## config.mk

```make
export PLATFORM = sky130hd
export DESIGN_NAME = wdc_watchdog
export DESIGN_NICKNAME = d
export VERILOG_FILES = /design/src/wdc_pkg.sv /design/src/wdc_bitrev.sv /design/src/wdc_watchdog.sv
export SDC_FILE = /design/constraint.sdc
export NUM_CORES = 1
export LEC_CHECK = 0
export CAP_MARGIN = 10
export CORE_ASPECT_RATIO = 1.75
export CORE_MARGIN = 2
export CORE_UTILIZATION = 29
export DETAILED_ROUTE_END_ITERATION = 12
export DONT_BUFFER_PORTS = 1
export GPL_ROUTABILITY_DRIVEN = 1
export PLACE_DENSITY_LB_ADDON = 0.15
export SLEW_MARGIN = 10
export SYNTH_ARGS = -nofsm -noshare
export SYNTH_HDL_FRONTEND = slang
export SYNTH_HIERARCHICAL = 1
export SYNTH_SLANG_ARGS = --single-unit
```

## constraint.sdc

```tcl
create_clock -name CLK -period 2 [get_ports CLK]
set_input_delay 0.3 -clock CLK [delete_from_list [all_inputs] [get_ports CLK]]
set_output_delay 0.3 -clock CLK [all_outputs]
set_load 0.1 [all_outputs]
```

## src/wdc_pkg.sv

```systemverilog
// Package: constants for the watchdog downcounter
package wdc_pkg;
  localparam int unsigned CLK_HZ = 10_000_000;
  localparam int unsigned DECR_CYCLES = 3072;
  localparam int unsigned PSC_W = 12;
  localparam logic [PSC_W-1:0] PSC_LAST = 12'(DECR_CYCLES - 1);
  localparam int unsigned RST_PULSE_NS = 500;
  // Longest time: round down, at least one cycle
  localparam int unsigned RST_PULSE_CYC_RAW = (RST_PULSE_NS * (CLK_HZ / 1_000_000)) / 1000;
  localparam int unsigned RST_PULSE_CYC = (RST_PULSE_CYC_RAW < 1) ? 1 : RST_PULSE_CYC_RAW;
  localparam int unsigned PULSE_W = 4;
  localparam logic [PULSE_W-1:0] PULSE_LAST = 4'(RST_PULSE_CYC - 1);
  localparam logic [7:0] REG_RESET = 8'hFE;
  localparam int unsigned BIT_ACT = 0;
  localparam int unsigned BIT_SOFT = 1;
  localparam int unsigned CNT_W = 7;
  typedef enum logic [2:0] {
    WDC_RUN = 3'b001,
    WDC_FROZEN = 3'b010,
    WDC_PULSE = 3'b100
  } wdc_state_t;
endpackage

```

## src/wdc_bitrev.sv

```systemverilog
// Maps the counter to register bit order
module wdc_bitrev (
  input wire logic [6:0] cnt,
  output logic [7:1] reg_bits
);
  always_comb begin
    reg_bits[1] = cnt[6];
    for (int i = 0; i < 6; i++) begin
      reg_bits[7 - i] = cnt[i];
    end
  end
endmodule // wdc_bitrev

```

## src/wdc_watchdog.sv

```systemverilog
// Watchdog downcounter with reset pulse and stop-mode gating
// Notes on behaviour
// RL1: Hardware option: always active, activate bit forced.
// RL2: Hardware option: activate bit read unreliable.
// RL3: Software option: set once, stays until reset.
// RL4: Seven-bit counter decrements every 3072 cycles.
// RL5: Timeout set in 64 steps by count bits.
// RL6: Active and soft bit clear: reset pulse low.
// RL7: Writing soft bit clear while active resets.
// RL8: Software reloads FEh..02h before expiry.
// RL9: Reload writes soft bit one, wanted count.
// RL10: Inactive software option: plain reversed 7-bit timer.
// RL11: Timer readers read twice and compare.
// RL12: Wait leaves counter and activation untouched.
// RL13: Watchdog disabled: stop enters stop mode.
// RL14: Enabled, no external control: stop acts as wait.
// RL15: External control: NMI high freezes and stops.
// RL16: Leaving stop resumes from held count.
// RL17: Bit 7 LSB, bit 2 MSB, soft, activate.
// RL18: Register resets to FEh.
// RL19: Watchdog reset restores register reset value.
module wdc_watchdog (
  input wire logic CLK,
  input wire logic RESET,
  input wire logic HW_ACTIVATION_OPTION,
  input wire logic EXTERNAL_STOP_CONTROL_OPTION,
  input wire logic NMI_PIN,
  input wire logic WR_EN,
  input wire logic [7:0] WR_DATA,
  input wire logic STOP_INSTR,
  input wire logic WAKE_INTERRUPT,
  output logic [7:0] RD_DATA,
  output logic RESET_PIN_N,
  output logic RESET_PIN_OE_N,
  output logic ENTER_STOP,
  output logic ENTER_WAIT,
  output logic WATCHDOG_ACTIVE
);
  import wdc_pkg::*;

  logic nmi_meta, nmi_sync;
  logic hw_meta, ext_meta;
  logic hw_opt, ext_opt;
  logic [CNT_W-1:0] rst_cnt;
  logic [CNT_W-1:0] cnt, next_cnt;
  logic act, next_act;
  logic [PSC_W-1:0] psc, next_psc;
  logic [PULSE_W-1:0] pls, next_pls;
  wdc_state_t state, next_state;
  logic [7:1] cnt_reg_bits;
  logic [CNT_W-1:0] wr_cnt;
  logic active, expire, stop_req, wait_req;

  // Option straps and NMI are off-domain levels
  always_ff @(posedge CLK) begin
    nmi_meta <= NMI_PIN;
    nmi_sync <= nmi_meta;
  end

  // Option straps resampled each clock through two flops, like the NMI pin
  always_ff @(posedge CLK) begin
    hw_meta <= HW_ACTIVATION_OPTION;
    ext_meta <= EXTERNAL_STOP_CONTROL_OPTION;
    hw_opt <= hw_meta;
    ext_opt <= ext_meta;
  end

  assign active = hw_opt | act; // RL1 RL3

  // Written bits back to counter order
  always_comb begin
    wr_cnt[6] = WR_DATA[BIT_SOFT]; // RL17
    for (int i = 0; i < 6; i++) begin
      wr_cnt[i] = WR_DATA[7 - i]; // RL17
    end
  end

  // Reset image back to counter order, so the reset value lives in one place
  always_comb begin
    rst_cnt[CNT_W-1] = REG_RESET[BIT_SOFT];
    for (int i = 0; i < CNT_W - 1; i++) begin
      rst_cnt[i] = REG_RESET[7 - i];
    end
  end

  wdc_bitrev u_rev (
    .cnt(cnt),
    .reg_bits(cnt_reg_bits)
  );

  assign stop_req = STOP_INSTR && state == WDC_RUN;
  // Stop only when watchdog off, or external control with NMI high
  always_comb begin
    ENTER_STOP = 1'b0;
    ENTER_WAIT = 1'b0;
    if (stop_req) begin
      if (!active) begin
        ENTER_STOP = 1'b1; // RL13
      end else if (ext_opt && nmi_sync) begin
        ENTER_STOP = 1'b1; // RL15
      end else begin
        ENTER_WAIT = 1'b1; // RL14 RL15
      end
    end
  end
  assign wait_req = ENTER_WAIT; // RL12

  assign expire = active && !cnt[CNT_W-1];

  always_comb begin
    next_cnt = cnt;
    next_act = act;
    next_psc = psc;
    next_pls = pls;
    next_state = state;
    case (state)
      WDC_RUN: begin
        if (psc == PSC_LAST) begin
          next_psc = '0;
          next_cnt = cnt - 7'h01; // RL4 RL5 RL10
        end else begin
          next_psc = psc + 12'h001;
        end
        if (WR_EN) begin
          next_cnt = wr_cnt; // RL5
          next_act = act | WR_DATA[BIT_ACT]; // RL3
        end
        if (expire || (WR_EN && active && !WR_DATA[BIT_SOFT])) begin
          next_state = WDC_PULSE; // RL6 RL7
          next_pls = '0;
        end else if (ENTER_STOP && active) begin
          next_state = WDC_FROZEN; // RL15
        end
      end
      WDC_FROZEN: begin
        if (WAKE_INTERRUPT) begin
          next_state = WDC_RUN; // RL16
        end
      end
      WDC_PULSE: begin
        if (pls == PULSE_LAST) begin
          next_state = WDC_RUN;
          next_cnt = rst_cnt; // RL19
          next_act = 1'b0; // RL19
          next_psc = '0;
        end else begin
          next_pls = pls + 4'h1;
        end
      end
      default: begin
        next_state = WDC_RUN;
      end
    endcase
  end

  always_ff @(posedge CLK) begin
    if (RESET) begin
      cnt <= rst_cnt; // RL18
      act <= REG_RESET[BIT_ACT]; // RL18
      psc <= '0;
      pls <= '0;
      state <= WDC_RUN;
    end else begin
      cnt <= next_cnt;
      act <= next_act;
      psc <= next_psc;
      pls <= next_pls;
      state <= next_state;
    end
  end

  // Activate bit reads the stored flag; under hardware option it may read 0
  always_ff @(posedge CLK) begin
    if (RESET) begin
      RD_DATA <= REG_RESET;
      RESET_PIN_N <= 1'b1;
      RESET_PIN_OE_N <= 1'b1;
      WATCHDOG_ACTIVE <= 1'b0;
    end else begin
      RD_DATA <= {cnt_reg_bits, act}; // RL2 RL17
      RESET_PIN_N <= next_state != WDC_PULSE; // RL6
      RESET_PIN_OE_N <= next_state != WDC_PULSE;
      WATCHDOG_ACTIVE <= active;
    end
  end

  a_expire_pulse: assert property (@(posedge CLK) disable iff (RESET)
    (state == WDC_RUN && expire) |=> (state == WDC_PULSE)) // RL6
    else $error("expiry did not start reset pulse");
  a_soft_write: assert property (@(posedge CLK) disable iff (RESET)
    (state == WDC_RUN && WR_EN && active && !WR_DATA[BIT_SOFT]) |=> state == WDC_PULSE) // RL7
    else $error("soft reset write ignored");
  a_act_sticky: assert property (@(posedge CLK) disable iff (RESET)
    (act && state != WDC_PULSE) |=> act) // RL3
    else $error("activate bit dropped");
  a_pin_low: assert property (@(posedge CLK) disable iff (RESET)
    (state == WDC_PULSE) |-> (!RESET_PIN_N && !RESET_PIN_OE_N)) // RL6
    else $error("reset pin not driven");
  a_decrement: assert property (@(posedge CLK) disable iff (RESET)
    (state == WDC_RUN && psc == PSC_LAST && !WR_EN && !expire) |=> cnt == $past(cnt) - 7'h01) // RL4
    else $error("counter did not decrement");
  a_frozen_hold: assert property (@(posedge CLK) disable iff (RESET)
    (state == WDC_FROZEN) |=> $stable(cnt)) // RL15
    else $error("frozen counter moved");
  a_stop_wait: assert property (@(posedge CLK) disable iff (RESET)
    (stop_req && active && !ext_opt) |-> (ENTER_WAIT && !ENTER_STOP)) // RL14
    else $error("stop not turned into wait");
  a_stop_off: assert property (@(posedge CLK) disable iff (RESET)
    (stop_req && !active) |-> ENTER_STOP) // RL13
    else $error("stop refused with watchdog off");
  a_wait_keep: assert property (@(posedge CLK) disable iff (RESET) // RL12
    (wait_req && !WR_EN && !expire) |=> (state == WDC_RUN && act == $past(act)))
    else $error("wait disturbed the watchdog");
  a_frozen_psc: assert property (@(posedge CLK) disable iff (RESET) // RL16
    (state == WDC_FROZEN) |=> $stable(psc))
    else $error("frozen prescaler moved");
  a_reset_image: assert property (@(posedge CLK) // RL18
    $past(RESET) |-> (RD_DATA == REG_RESET && RESET_PIN_N && RESET_PIN_OE_N))
    else $error("register image wrong after reset");
  a_pulse_end: assert property (@(posedge CLK) disable iff (RESET)
    (state == WDC_PULSE && pls == PULSE_LAST) |=> (cnt == 7'h7F && !act)) // RL19
    else $error("register not restored after reset");
  c_expiry: cover property (@(posedge CLK) state == WDC_RUN && expire);
  c_soft: cover property (@(posedge CLK) WR_EN && active && !WR_DATA[BIT_SOFT]);
  c_frozen: cover property (@(posedge CLK) state == WDC_FROZEN ##1 state == WDC_RUN);
  c_wait: cover property (@(posedge CLK) ENTER_WAIT);
  c_pulse_end: cover property (@(posedge CLK) state == WDC_PULSE && pls == PULSE_LAST);
endmodule // wdc_watchdog

```

Word level (Yosys, flattened, before mapping)
Cells that the tools add are included.
- register bits: 43
- input port bits: 16
- output and inout bits: 13
- word-level logic and storage cells: 68
- add/subtract/negate cells: 3
- eq/ne operators: 11
- mux-type cells: 24
- bitwise operators: 2
- reduce and logical (&&, ||, !) cells: 14
- operators by type and width (cell ; count):
    12-bit 2-to-1 mux ; 2
    12-bit one-hot mux with 2 select lines ; 1
    7-bit 2-to-1 mux ; 3
    7-bit one-hot mux with 2 select lines ; 1
    12-bit by 1-bit adder with 12-bit output (second input constant) ; 1
    12-bit == test (second input constant) ; 1
    3-bit 2-to-1 mux ; 4
    3-bit one-hot mux with 3 select lines ; 1
    3-bit AND reduction ; 3
    1-bit 2-to-1 mux ; 8
    4-bit 2-to-1 mux ; 2
    4-bit one-hot mux with 2 select lines ; 1
    7-bit by 1-bit subtractor with 7-bit output (second input constant) ; 1
    1-bit logical AND ; 6
    2-bit != test (second input constant) ; 3
    4-bit by 1-bit adder with 4-bit output (second input constant) ; 1
    4-bit by 3-bit == test with 1-bit output (second input constant) ; 1
    3-bit by 1-bit == test with 1-bit output (second input constant) ; 1
    3-bit by 2-bit == test with 1-bit output (second input constant) ; 1
    3-bit == test (second input constant) ; 1
    3-bit by 2-bit != test with 1-bit output (second input constant) ; 1
    3-bit != test (second input constant) ; 1
    1-bit zero test ; 2
    2-bit by 1-bit != test with 1-bit output (second input constant) ; 1
    other kinds (5) ; 6

Logic depth before layout (Yosys ltp)
Gate-level depths: netlist of the first run.
- word-level depth: 9
- depth in mapped cells: 8
- gate-level depth less buffers: 7

Cells and area by module
Netlist of the first run, hierarchy kept.
- modules (own cells, without submodules) (module ; instances ; cells an instance ; area an instance (um^2)):
    wdc_watchdog ; 1 ; 201 ; 1861.8
    wdc_bitrev ; 1 ; 7 ; 52.6

Worst setup path before layout of the first run
No wires, ideal clock.
- path type: flip-flop to output port
- start point: reg state[0]
- end point: out ENTER_STOP
- arrival time: 2.051 ns
- required time: 1.700 ns
- setup slack: -0.351 ns
- stages on the path, launching flop included: 4
- buffers on the path: 0
- path through: dfxtp_1 nor3b_2 nand2_1 nor2_1
- cells in the longest elaborated chain, start to end: 3
- RTL lines (element ; line ; text):
    from (decl) ; wdc_watchdog.sv:49 ; wdc_state_t state, next_state;
    from (signal assigned) ; wdc_watchdog.sv:168 ; state <= next_state;
    3-bit by 1-bit == test with 1-bit output ; wdc_watchdog.sv:91 ; assign stop_req = STOP_INSTR && state == WDC_RUN;
    1-bit logical AND ; wdc_watchdog.sv:91 ;
    1-bit 2-to-1 mux ; wdc_watchdog.sv:96 ; if (stop_req) begin
    to (decl) ; wdc_watchdog.sv:35 ; output logic ENTER_STOP,
No other way between the ends.

Worst setup path after layout of the first run
- start point: reg psc[0]
- end point: reg cnt[3]
- cells in the longest elaborated chain, start to end: 3
- RTL lines (element ; line ; text):
    from (decl) ; wdc_watchdog.sv:47 ; logic [PSC_W-1:0] psc, next_psc;
    from (signal assigned) ; wdc_watchdog.sv:166 ; psc <= next_psc;
    12-bit == test ; wdc_watchdog.sv:118 ; if (psc == PSC_LAST) begin
    3-bit by 2-bit != test with 1-bit output (no line) ; -- ;
    3-bit AND reduction (no line) ; -- ;
    to (signal assigned) ; wdc_watchdog.sv:158 ; cnt <= rst_cnt;
    to (signal assigned) ; wdc_watchdog.sv:164 ; cnt <= next_cnt;
    to (decl) ; wdc_watchdog.sv:45 ; logic [CNT_W-1:0] cnt, next_cnt;
No other way between the ends.
A chain may end at the register's enable or synchronous reset.

==> results of run 1 <==
==> sequential cells by signal, indices dropped and copies added, names as in the netlist, 3 cells and up <==
| signal | count |
|---|---|
| RD_DATA | 8 |
| cnt | 7 |
| pls | 4 |
| psc | 12 |
| state | 3 |
==> metal layers <==
layer | wire [microns] | share of wire, % | up-vias | global-route usage (%)
met3 | 203 | 5.2 | 7 | 3.64
met5 | 0 | 0 | - | 0
li1 | - | - | 730 | -
met4 | 98 | 2.5 | 0 | 6.25
met1 | 1540 | 40 | 657 | 13.2
met2 | 2040 | 53 | 35 | 20.6
==> metrics by stage <==
step           instance area [sq um]  util, %  hold slack, ns  setup slack [ns]
2_1_floorplan                   1920        -           0.310            0.0950
3_3_place_gp                    2090     32.4           0.314             0.181
3_5_place_dp                    2090     32.4           0.312             0.186
4_1_cts                         2250     35.0          0.0281            0.0413
5_1_grt                         2260     35.1          0.0279            0.0197
6_report                        2260     35.1          0.0388             0.177
==> synth_stat cells (2+ instances only) <==
library cell / n / area, sq um
or2_2: 8 / 50.1
and2_1: 3 / 18.8
o21bai_1: 3 / 22.5
nor3b_1: 2 / 15.0
dfxtp_1: 43 / 861
nor3b_2: 2 / 25.0
or3_1: 3 / 18.8
and3_1: 5 / 31.3
xnor2_1: 2 / 17.5
buf_2: 2 / 10.0
a21oi_1: 7 / 35.0
buf_4: 10 / 75.1
xor2_1: 13 / 114
nand4_1: 6 / 37.5
nand3_1: 4 / 20.0
nand2_1: 9 / 33.8
nor3_1: 7 / 35.0
nor2_1: 25 / 93.8
o21ai_0: 6 / 30.0
a31oi_1: 6 / 37.5
mux2i_1: 7 / 70.1
nand2b_1: 4 / 25.0
and4_1: 2 / 17.5
inv_1: 9 / 33.8
ha_1: 4 / 50.1
clkbuf_1: 2 / 7.51
==> timing repair <==
item / in CTS / in global routing
cloned: 0 / 0
hold buffers: 0 / 0
buffers inserted: 0 / 1
endpoints found under the setup margin: 2 / 10
resized for setup: 1 / 1
==> final timing paths <==
check,startpoint,to,slack [ns],cells after the start
worst max-delay path,psc[0],cnt[3],0.18,7
worst min-delay path,HW_ACTIVATION_OPTION,hw_meta,0.04,0
worst max register to register,psc[0],cnt[3],0.18,7
worst min register to register,hw_meta,hw_opt,0.33,0
==> power by group <==
group          leakage [nW]  switching (mW)  total (mW)  internal [mW]
combinational         0.473           0.254       0.391          0.137
sequential            0.352          0.0461       0.956          0.910
clock                0.0769           0.314       0.896          0.582
==> cell type report <==
class,instances,area [sq um],share of cell area (%)
Clock buffer,6,129,5.69
Clock inverter,1,30.0,1.33
Inverter,9,33.8,1.49
Multi-Input combinational cell,142,938,41.5
Sequential cell,43,862,38.1
Tap cell,82,103,4.53
Timing Repair Buffer,19,168,7.41
==> logic make-up after synthesis <==
group,after synthesis,synth area share (%)
AO/OA/AOI/OAI,29,10.1
XOR/XNOR,15,6.86
flip-flops,43,45.0
multiplexers,8,4.25
adder cells (fa/ha/maj),4,2.61
AND/OR/NAND/NOR,86,24.6
buffers and inverters,23,6.60
==> impl_metrics.json, run 1 <==
{
  "status": "completed",
  "die_w_microns": 65.4,
  "rsz0062_at_grt": "false",
  "slew_headroom_pct": 64.1,
  "coreArea_sq_mm": 0.00644,
  "crit_path_cell_trace": "ha_1, and4b_1, and4_1, o21a_2, buf_4, nor3_1, a31oi_1",
  "cp_top_family": "simple AND/OR/NAND/NOR gates",
  "endpoint_kind": "flip-flop",
  "io_pins": 29,
  "fin_setup_tns_ns": 0,
  "avgSynthCellArea_sq_um": 9.20,
  "finalCritPeriodShare_pct": 91.1,
  "path_clk_slew_ns": 0.06,
  "cap_violations": 0,
  "arrival_ns": 1.98,
  "worst-path-max-fanout": 10,
  "synth_edf_count": 0,
  "dieArea_sq_mm": 0.00729,
  "cts_htree_levels": 2,
  "cts_tree": "done",
  "grt_overflow": 0,
  "viasPerCell": 4.73,
  "peakVddDrop_v": 0.000397,
  "power.density_mw_per_mm2": 991,
  "fin_cells": 302,
  "fmax_ghz": 0.549,
  "worst_path_max_delay_cell": "dfxtp_1",
  "finalPower_mw": 2.24,
  "ys.flop_type": "dfxtp_1",
  "period_needed_ns": 1.82,
  "drive_above_1_share_pct": 19.5,
  "final_common_cell": "dfxtp_1",
  "first_global_vias": 1416,
  "drt_iter0_drc": 60,
  "syn-cell-area_sq_mm": 0.00191,
  "power.leakage_nw": 0.902,
  "postSynthCellCount": 208,
  "portBuffers": 0,
  "final_cell_mix": "dfxtp_1 (42), nor2_1 (24), buf_4 (17)",
  "ys_types": 40,
  "vias": 1429,
  "place_congestion": 0.743,
  "drv_slew": 0,
  "grt_start_max_net_pins": 27,
  "cts_buffer_depth": 2,
  "final-setup-viol-count": 0,
  "fillers": 695,
  "critPathLaunchType": "flip-flop",
  "cts_sinks": 43,
  "fp.dieH_microns": 111,
  "cts_root_buf": "clkbuf_16",
  "ant_nets": 0,
  "antenna_found_initial": 0,
  "hpwl_mm": 2.86,
  "grt_pass1_wl_mm": 6.71,
  "wire_per_inst_microns": 12.9,
  "drcViolationCount": 0,
  "dp_cells": 294,
  "clock_latency_ns": 0.28,
  "cts_buffers": 5,
  "crit_type": "reg -> reg",
  "finClkSkew_ns": 0.00355,
  "antennaDiodeCount": 0,
  "hold_path_class": "in -> reg",
  "async_flop_share_pct": 0,
  "cp_data_required_time_ns": 2.16,
  "syn2layout_area_growth_pct": 18.2,
  "critPathMaxStageDelay_ns": 0.34,
  "row_count": 39,
  "final_nets": 240,
  "ys.warnings.count": 6,
  "drt-pass1-iter-count": 4,
  "cp_num_buf_inv": 1,
  "ys_seq_area_share_pct": 45.0,
  "grtUsageTotal_pct": 12.1,
  "worstMarginPinSlew_ns": 0.543,
  "finalHoldViolations": 0,
  "start_util_pct": 29.7,
  "routed_wl_mm": 3.89,
  "syn_nets": 228,
  "ys_ff_latch": 43
}
Power figures use the tool's default switching activity.
==> run 2, diff against run 1 <==
--- a/config.mk
+++ b/config.mk
@@ -8,7 +8,7 @@
 export CAP_MARGIN = 10
 export CORE_ASPECT_RATIO = 1.75
 export CORE_MARGIN = 2
-export CORE_UTILIZATION = 29
+export CORE_UTILIZATION = 61
 export DETAILED_ROUTE_END_ITERATION = 12
 export DONT_BUFFER_PORTS = 1
 export GPL_ROUTABILITY_DRIVEN = 1
==> run 2 against run 1 <==
  * Sequential share of layout area grew 2.5 points
  * Combinational power decreased by 2%
  * Final cell count shrank 14%
  * Largest cell class unchanged
  * Core utilization rose by 37 points
  * Worst hold slack got worse by 0.012 ns
  * Clock power shrank 34%
  * Total power down 14%
  * Maximum frequency shrank 6.6%
  * Critical path type is now reg -> out
  * Die area shrank 50%
  * Setup slack got worse by 0.13 ns
  * Routed wire length is 6.1% lower
  * Clock skew is essentially flat
==> impl_metrics.json, run 2 (synthesized netlist as in run 1, its figures left out) <==
{
  "largest-register": "psc",
  "largest_register_ffs": 12,
  "ant_nets": 0,
  "vias": 1424,
  "worst-path-max-fanout": 7,
  "crit_path_cell_trace": "nor3b_2, and3_1, buf_12",
  "arrival_ns": 1.65,
  "syn2layout_area_growth_pct": 10.8,
  "layout_setup_ws_ns": 0.0491,
  "hold_path_class": "in -> reg",
  "peakVddDrop_v": 0.000923,
  "viasPerCell": 5.50,
  "drcViolationCount": 0,
  "drt_iter0_drc": 39,
  "finClkSkew_ns": 0.00403,
  "io_pins": 29,
  "fmax_ghz": 0.513,
  "utilization_pct": 71.7,
  "routed_wl_mm": 3.65,
  "worst_path_max_delay_cell": "nor3b_2",
  "endpoint_kind": "primary output",
  "finalPower_mw": 1.92,
  "cp_num_buf_inv": 1,
  "cts_htree_levels": 2,
  "die_w_microns": 46.3,
  "wire_per_inst_microns": 14.1,
  "start_util_pct": 64.7,
  "r2r-end": "cnt[0]",
  "drt-pass1-iter-count": 4,
  "cts_sinks": 43,
  "grtUsageTotal_pct": 21.9,
  "seqPwrFrac_pct": 49.6,
  "fin_cells": 259,
  "hold_start": "NMI_PIN",
  "clock_latency_ns": 0.30,
  "antenna_found_initial": 0,
  "dieArea_sq_mm": 0.00362,
  "r2r_cells": 6,
  "drv_slew": 0,
  "period_needed_ns": 1.95,
  "swShare_pct": 29.8,
  "path_clk_slew_ns": 0.07,
  "rsz0062_at_grt": "true",
  "antennaDiodeCount": 0,
  "cts_root_buf": "clkbuf_8",
  "first_global_vias": 1417,
  "cp_top_family": "simple AND/OR/NAND/NOR gates",
  "internal_power_mw": 1.35,
  "hold_path_depth": 0,
  "grt_start_max_net_pins": 27,
  "crit_type": "reg -> out",
  "final_nets": 236,
  "grt_overflow": 0,
  "dp_cells": 251,
  "cts_buffer_depth": 2,
  "p_comb_share_pct": 19.8,
  "grt_pass1_wl_mm": 5.75,
  "final_cell_mix": "dfxtp_1 (42), nor2_1 (24), xor2_1 (13), buf_4 (13)",
  "regToRegSetupSlack_ns": 0.09,
  "worstMarginPinSlew_ns": 0.545,
  "finalCritPeriodShare_pct": 97.5,
  "fillers": 230,
  "min_to": "nmi_meta",
  "cts_tree": "done",
  "power.density_mw_per_mm2": 907,
  "regToRegStartpoint": "state[2]",
  "cp_data_required_time_ns": 1.70,
  "power.leakage_nw": 0.857,
  "slew_headroom_pct": 64.0,
  "reg_top3": "psc: 12 flops, RD_DATA: 8 flops, cnt: 7 flops",
  "portBuffers": 0,
  "fp.dieH_microns": 78.1,
  "finalHoldViolations": 0,
  "status": "completed",
  "drive_above_1_share_pct": 18.0,
  "cap_violations": 0,
  "coreArea_sq_mm": 0.00296,
  "cts_buffers": 5,
  "critPathMaxStageDelay_ns": 0.45,
  "clock_power_share_pct": 30.5,
  "final_common_cell": "dfxtp_1",
  "switchingPower_mw": 0.574,
  "post-place-ws_ns": 0.143,
  "ctsHoldBuffers": 0,
  "critPathLaunchType": "flip-flop",
  "hpwl_mm": 2.64,
  "final-setup-viol-count": 0,
  "row_count": 26,
  "place_congestion": 0.804
}
run 2: power by group through the flow:
stage | combinational [mW] | clock [mW] | sequential (mW)
after floorplan | 0.236 | 0 | 1.06
after global placement | 0.367 | 0 | 0.970
after detailed placement | 0.374 | 0 | 0.974
after CTS | 0.377 | 0.604 | 0.954
after global routing | 0.410 | 0.639 | 0.963
final | 0.382 | 0.588 | 0.955
run 2: layout make-up:
cell class / count / area (sq um) / share of cell area, %
sequential: 43 / 862 / 40.6
tap: 42 / 52.6 / 2.48
clock buffer: 8 / 100 / 4.72
multi-input combinational: 142 / 936 / 44.1
inverter: 9 / 33.8 / 1.59
timing repair buffer: 15 / 138 / 6.49
run 2: worst max path at each step:
stage / startpoint / to / depth (start not counted)
finish: state[0] / ENTER_WAIT / 3
global placement: psc[0] / cnt[1] / 6
floorplan: state[0] / ENTER_STOP / 3
detailed placement: state[2] / cnt[1] / 5
CTS: state[0] / ENTER_STOP / 4
global route: state[0] / ENTER_WAIT / 3
run 2: timing repair:
item                                    in CTS  in global routing
resized for setup                            0                  1
setup buffers                                0                  0
endpoints found under the setup margin       0                  3
run 2: metal layers:
layer	global-route usage, %	routed length, microns	vias up
met3	7.36	161	5
met1	20.8	1420	665
met4	10.3	62	0
met2	39.2	2010	29
met5	0	0	-
li1	-	-	725
run 2: through the flow:
step           setup TNS [ns]  hold slack, ns  cell area [sq um]
3_5_place_dp                0           0.323               2020
6_report                    0          0.0266               2120
4_1_cts                     0          0.0196               2120
2_1_floorplan               0           0.310               1920
3_3_place_gp                0           0.311               2020
5_1_grt               -0.0250          0.0127               2120
==> run 3, diff against run 2 <==
--- a/config.mk
+++ b/config.mk
@@ -5,14 +5,15 @@
 export SDC_FILE = /design/constraint.sdc
 export NUM_CORES = 1
 export LEC_CHECK = 0
+export BUFFER_PORTS_ARGS = -buffer_cell sky130_fd_sc_hd__buf_4
 export CAP_MARGIN = 10
 export CORE_ASPECT_RATIO = 1.75
 export CORE_MARGIN = 2
-export CORE_UTILIZATION = 61
+export CORE_UTILIZATION = 55
 export DETAILED_ROUTE_END_ITERATION = 12
-export DONT_BUFFER_PORTS = 1
 export GPL_ROUTABILITY_DRIVEN = 1
 export PLACE_DENSITY_LB_ADDON = 0.15
+export RECOVER_POWER = 25
 export SLEW_MARGIN = 10
 export SYNTH_ARGS = -nofsm -noshare
 export SYNTH_HDL_FRONTEND = slang
==> run 3 against run 2 <==
  * Sequential share of layout area shrank 2.1 points
  * Global-route usage shrank 1.1 points
  * First-iteration DRC count shrank 33%
  * Final area up 5.2%
  * Largest cell class unchanged
  * Highest routed layer unchanged
==> impl_metrics.json, run 3 (synthesized netlist as in run 1, its figures left out) <==
{
  "clock_power_share_pct": 30.3,
  "grt_start_max_net_pins": 27,
  "viasPerCell": 5.43,
  "start_util_pct": 56.9,
  "swShare_pct": 30.2,
  "endpoint_kind": "primary output",
  "utilization_pct": 66.4,
  "drive_above_1_share_pct": 24.4,
  "power.leakage_nw": 0.931,
  "drv_slew": 0,
  "cts_htree_levels": 2,
  "antennaDiodeCount": 0,
  "post-place-ws_ns": 0.182,
  "status": "completed",
  "first_global_vias": 1464,
  "worst-path-max-fanout": 4,
  "vias": 1514,
  "ant_nets": 0,
  "die_w_microns": 48.6,
  "dieArea_sq_mm": 0.00399,
  "coreArea_sq_mm": 0.00336,
  "seqPwrFrac_pct": 48.9,
  "fillers": 295,
  "cts_root_buf": "clkbuf_8",
  "worstMarginPinSlew_ns": 0.426,
  "routed_wl_mm": 3.76,
  "drt_iter0_drc": 26,
  "drcViolationCount": 0,
  "final-seq-area_sq_um": 861,
  "arrival_ns": 1.55,
  "p_comb_share_pct": 20.7,
  "multi_input_area_sq_um": 942,
  "final_nets": 253,
  "fin_setup_tns_ns": 0,
  "ctsHoldBuffers": 0,
  "io_pins": 29,
  "finalHoldViolations": 0,
  "cts_buffer_depth": 2,
  "peakVddDrop_v": 0.000742,
  "period_needed_ns": 1.85,
  "antenna_found_initial": 0,
  "reg_top3": "psc: 12 flops, RD_DATA: 8 flops, cnt: 7 flops",
  "power.density_mw_per_mm2": 874,
  "final_cell_mix": "dfxtp_1 (43), buf_4 (29), nor2_1 (24)",
  "path_clk_slew_ns": 0.08,
  "fmax_ghz": 0.539,
  "final-setup-viol-count": 0,
  "final_common_cell": "dfxtp_1",
  "grt_pass1_wl_mm": 6.39,
  "portBuffers": 28,
  "largest_register_ffs": 12,
  "place_congestion": 0.788,
  "cp_data_required_time_ns": 1.70,
  "finalCritPeriodShare_pct": 92.7,
  "hpwl_mm": 2.74,
  "largest-register": "psc",
  "cts_sinks": 43,
  "internal_power_mw": 1.36,
  "clock_latency_ns": 0.29,
  "timing.hold.ws_ns": 0.128,
  "row_count": 28,
  "critPathLaunchType": "flip-flop",
  "hold_path_class": "in -> reg",
  "cts_buffers": 5,
  "wire_per_inst_microns": 13.5,
  "syn2layout_area_growth_pct": 16.7,
  "finClkSkew_ns": 0.00536,
  "crit_type": "reg -> out",
  "cts_tree": "done",
  "slew_headroom_pct": 71.6,
  "fin_cells": 279,
  "rsz0062_at_grt": "false",
  "switchingPower_mw": 0.589,
  "drt-pass1-iter-count": 4,
  "dp_cells": 270,
  "layout_setup_ws_ns": 0.146,
  "cap_violations": 0,
  "grtUsageTotal_pct": 20.9,
  "fp.dieH_microns": 82.0,
  "grt_overflow": 0
}
==> run 3: through the flow <==
| stage | power [mW] | area [sq um] |
|---|---|---|
| after floorplan | 1.29 | 1920 |
| after global placement | 1.36 | 2110 |
| after detailed placement | 1.37 | 2110 |
| after CTS | 1.96 | 2220 |
| after global routing | 2.04 | 2230 |
| final | 1.95 | 2230 |
==> run 3: area by class of cell <==
type	count	share of cell area, %
sequential	43	38.5
timing repair buffer	32	10.8
clock buffer	8	4.48
multi-input combinational	142	42.2
inverter	9	1.51
tap	45	2.52
==> run 3: power groups by stage <==
stage	clock network (mW)	registers (mW)	logic [mW]
after global routing	0.645	0.963	0.433
final	0.592	0.955	0.405
after global placement	0	0.972	0.388
after CTS	0.603	0.955	0.399
after detailed placement	0	0.974	0.394
after floorplan	0	1.06	0.236
==> run 3: final timing paths <==
kind	startpoint	to	slack, ns	cells past startpoint
worst max-delay path	act	ENTER_WAIT	0.15	5
worst max register to register	state[2]	cnt[1]	0.17	5
worst min register to register	nmi_meta	nmi_sync	0.33	0
worst min-delay path	HW_ACTIVATION_OPTION	hw_meta	0.13	1
==> run 3: worst max-delay path, stage by stage (launching register included) <==
cell and delay (ns):
dfxtp_1 0.37, nor2_1 0.10, buf_4 0.15, a21oi_1 0.17
and3_1 0.18, buf_4 0.28
==> run 3: per-layer routing <==
layer  share of wire [%]  vias up  track usage (%)
met3                 3.0       14             4.91
met5                   0        -                0
li1                    -      759                -
met1                  41      713             21.1
met2                  52       28             38.8
met4                 3.4        0             12.9
==> run 3: timing repair <==
item | 4_1_cts | 5_1_grt
resized for setup | 1 | 2
setup endpoints to repair | 2 | 4
pin swaps | 0 | 0
buffers inserted | 0 | 1
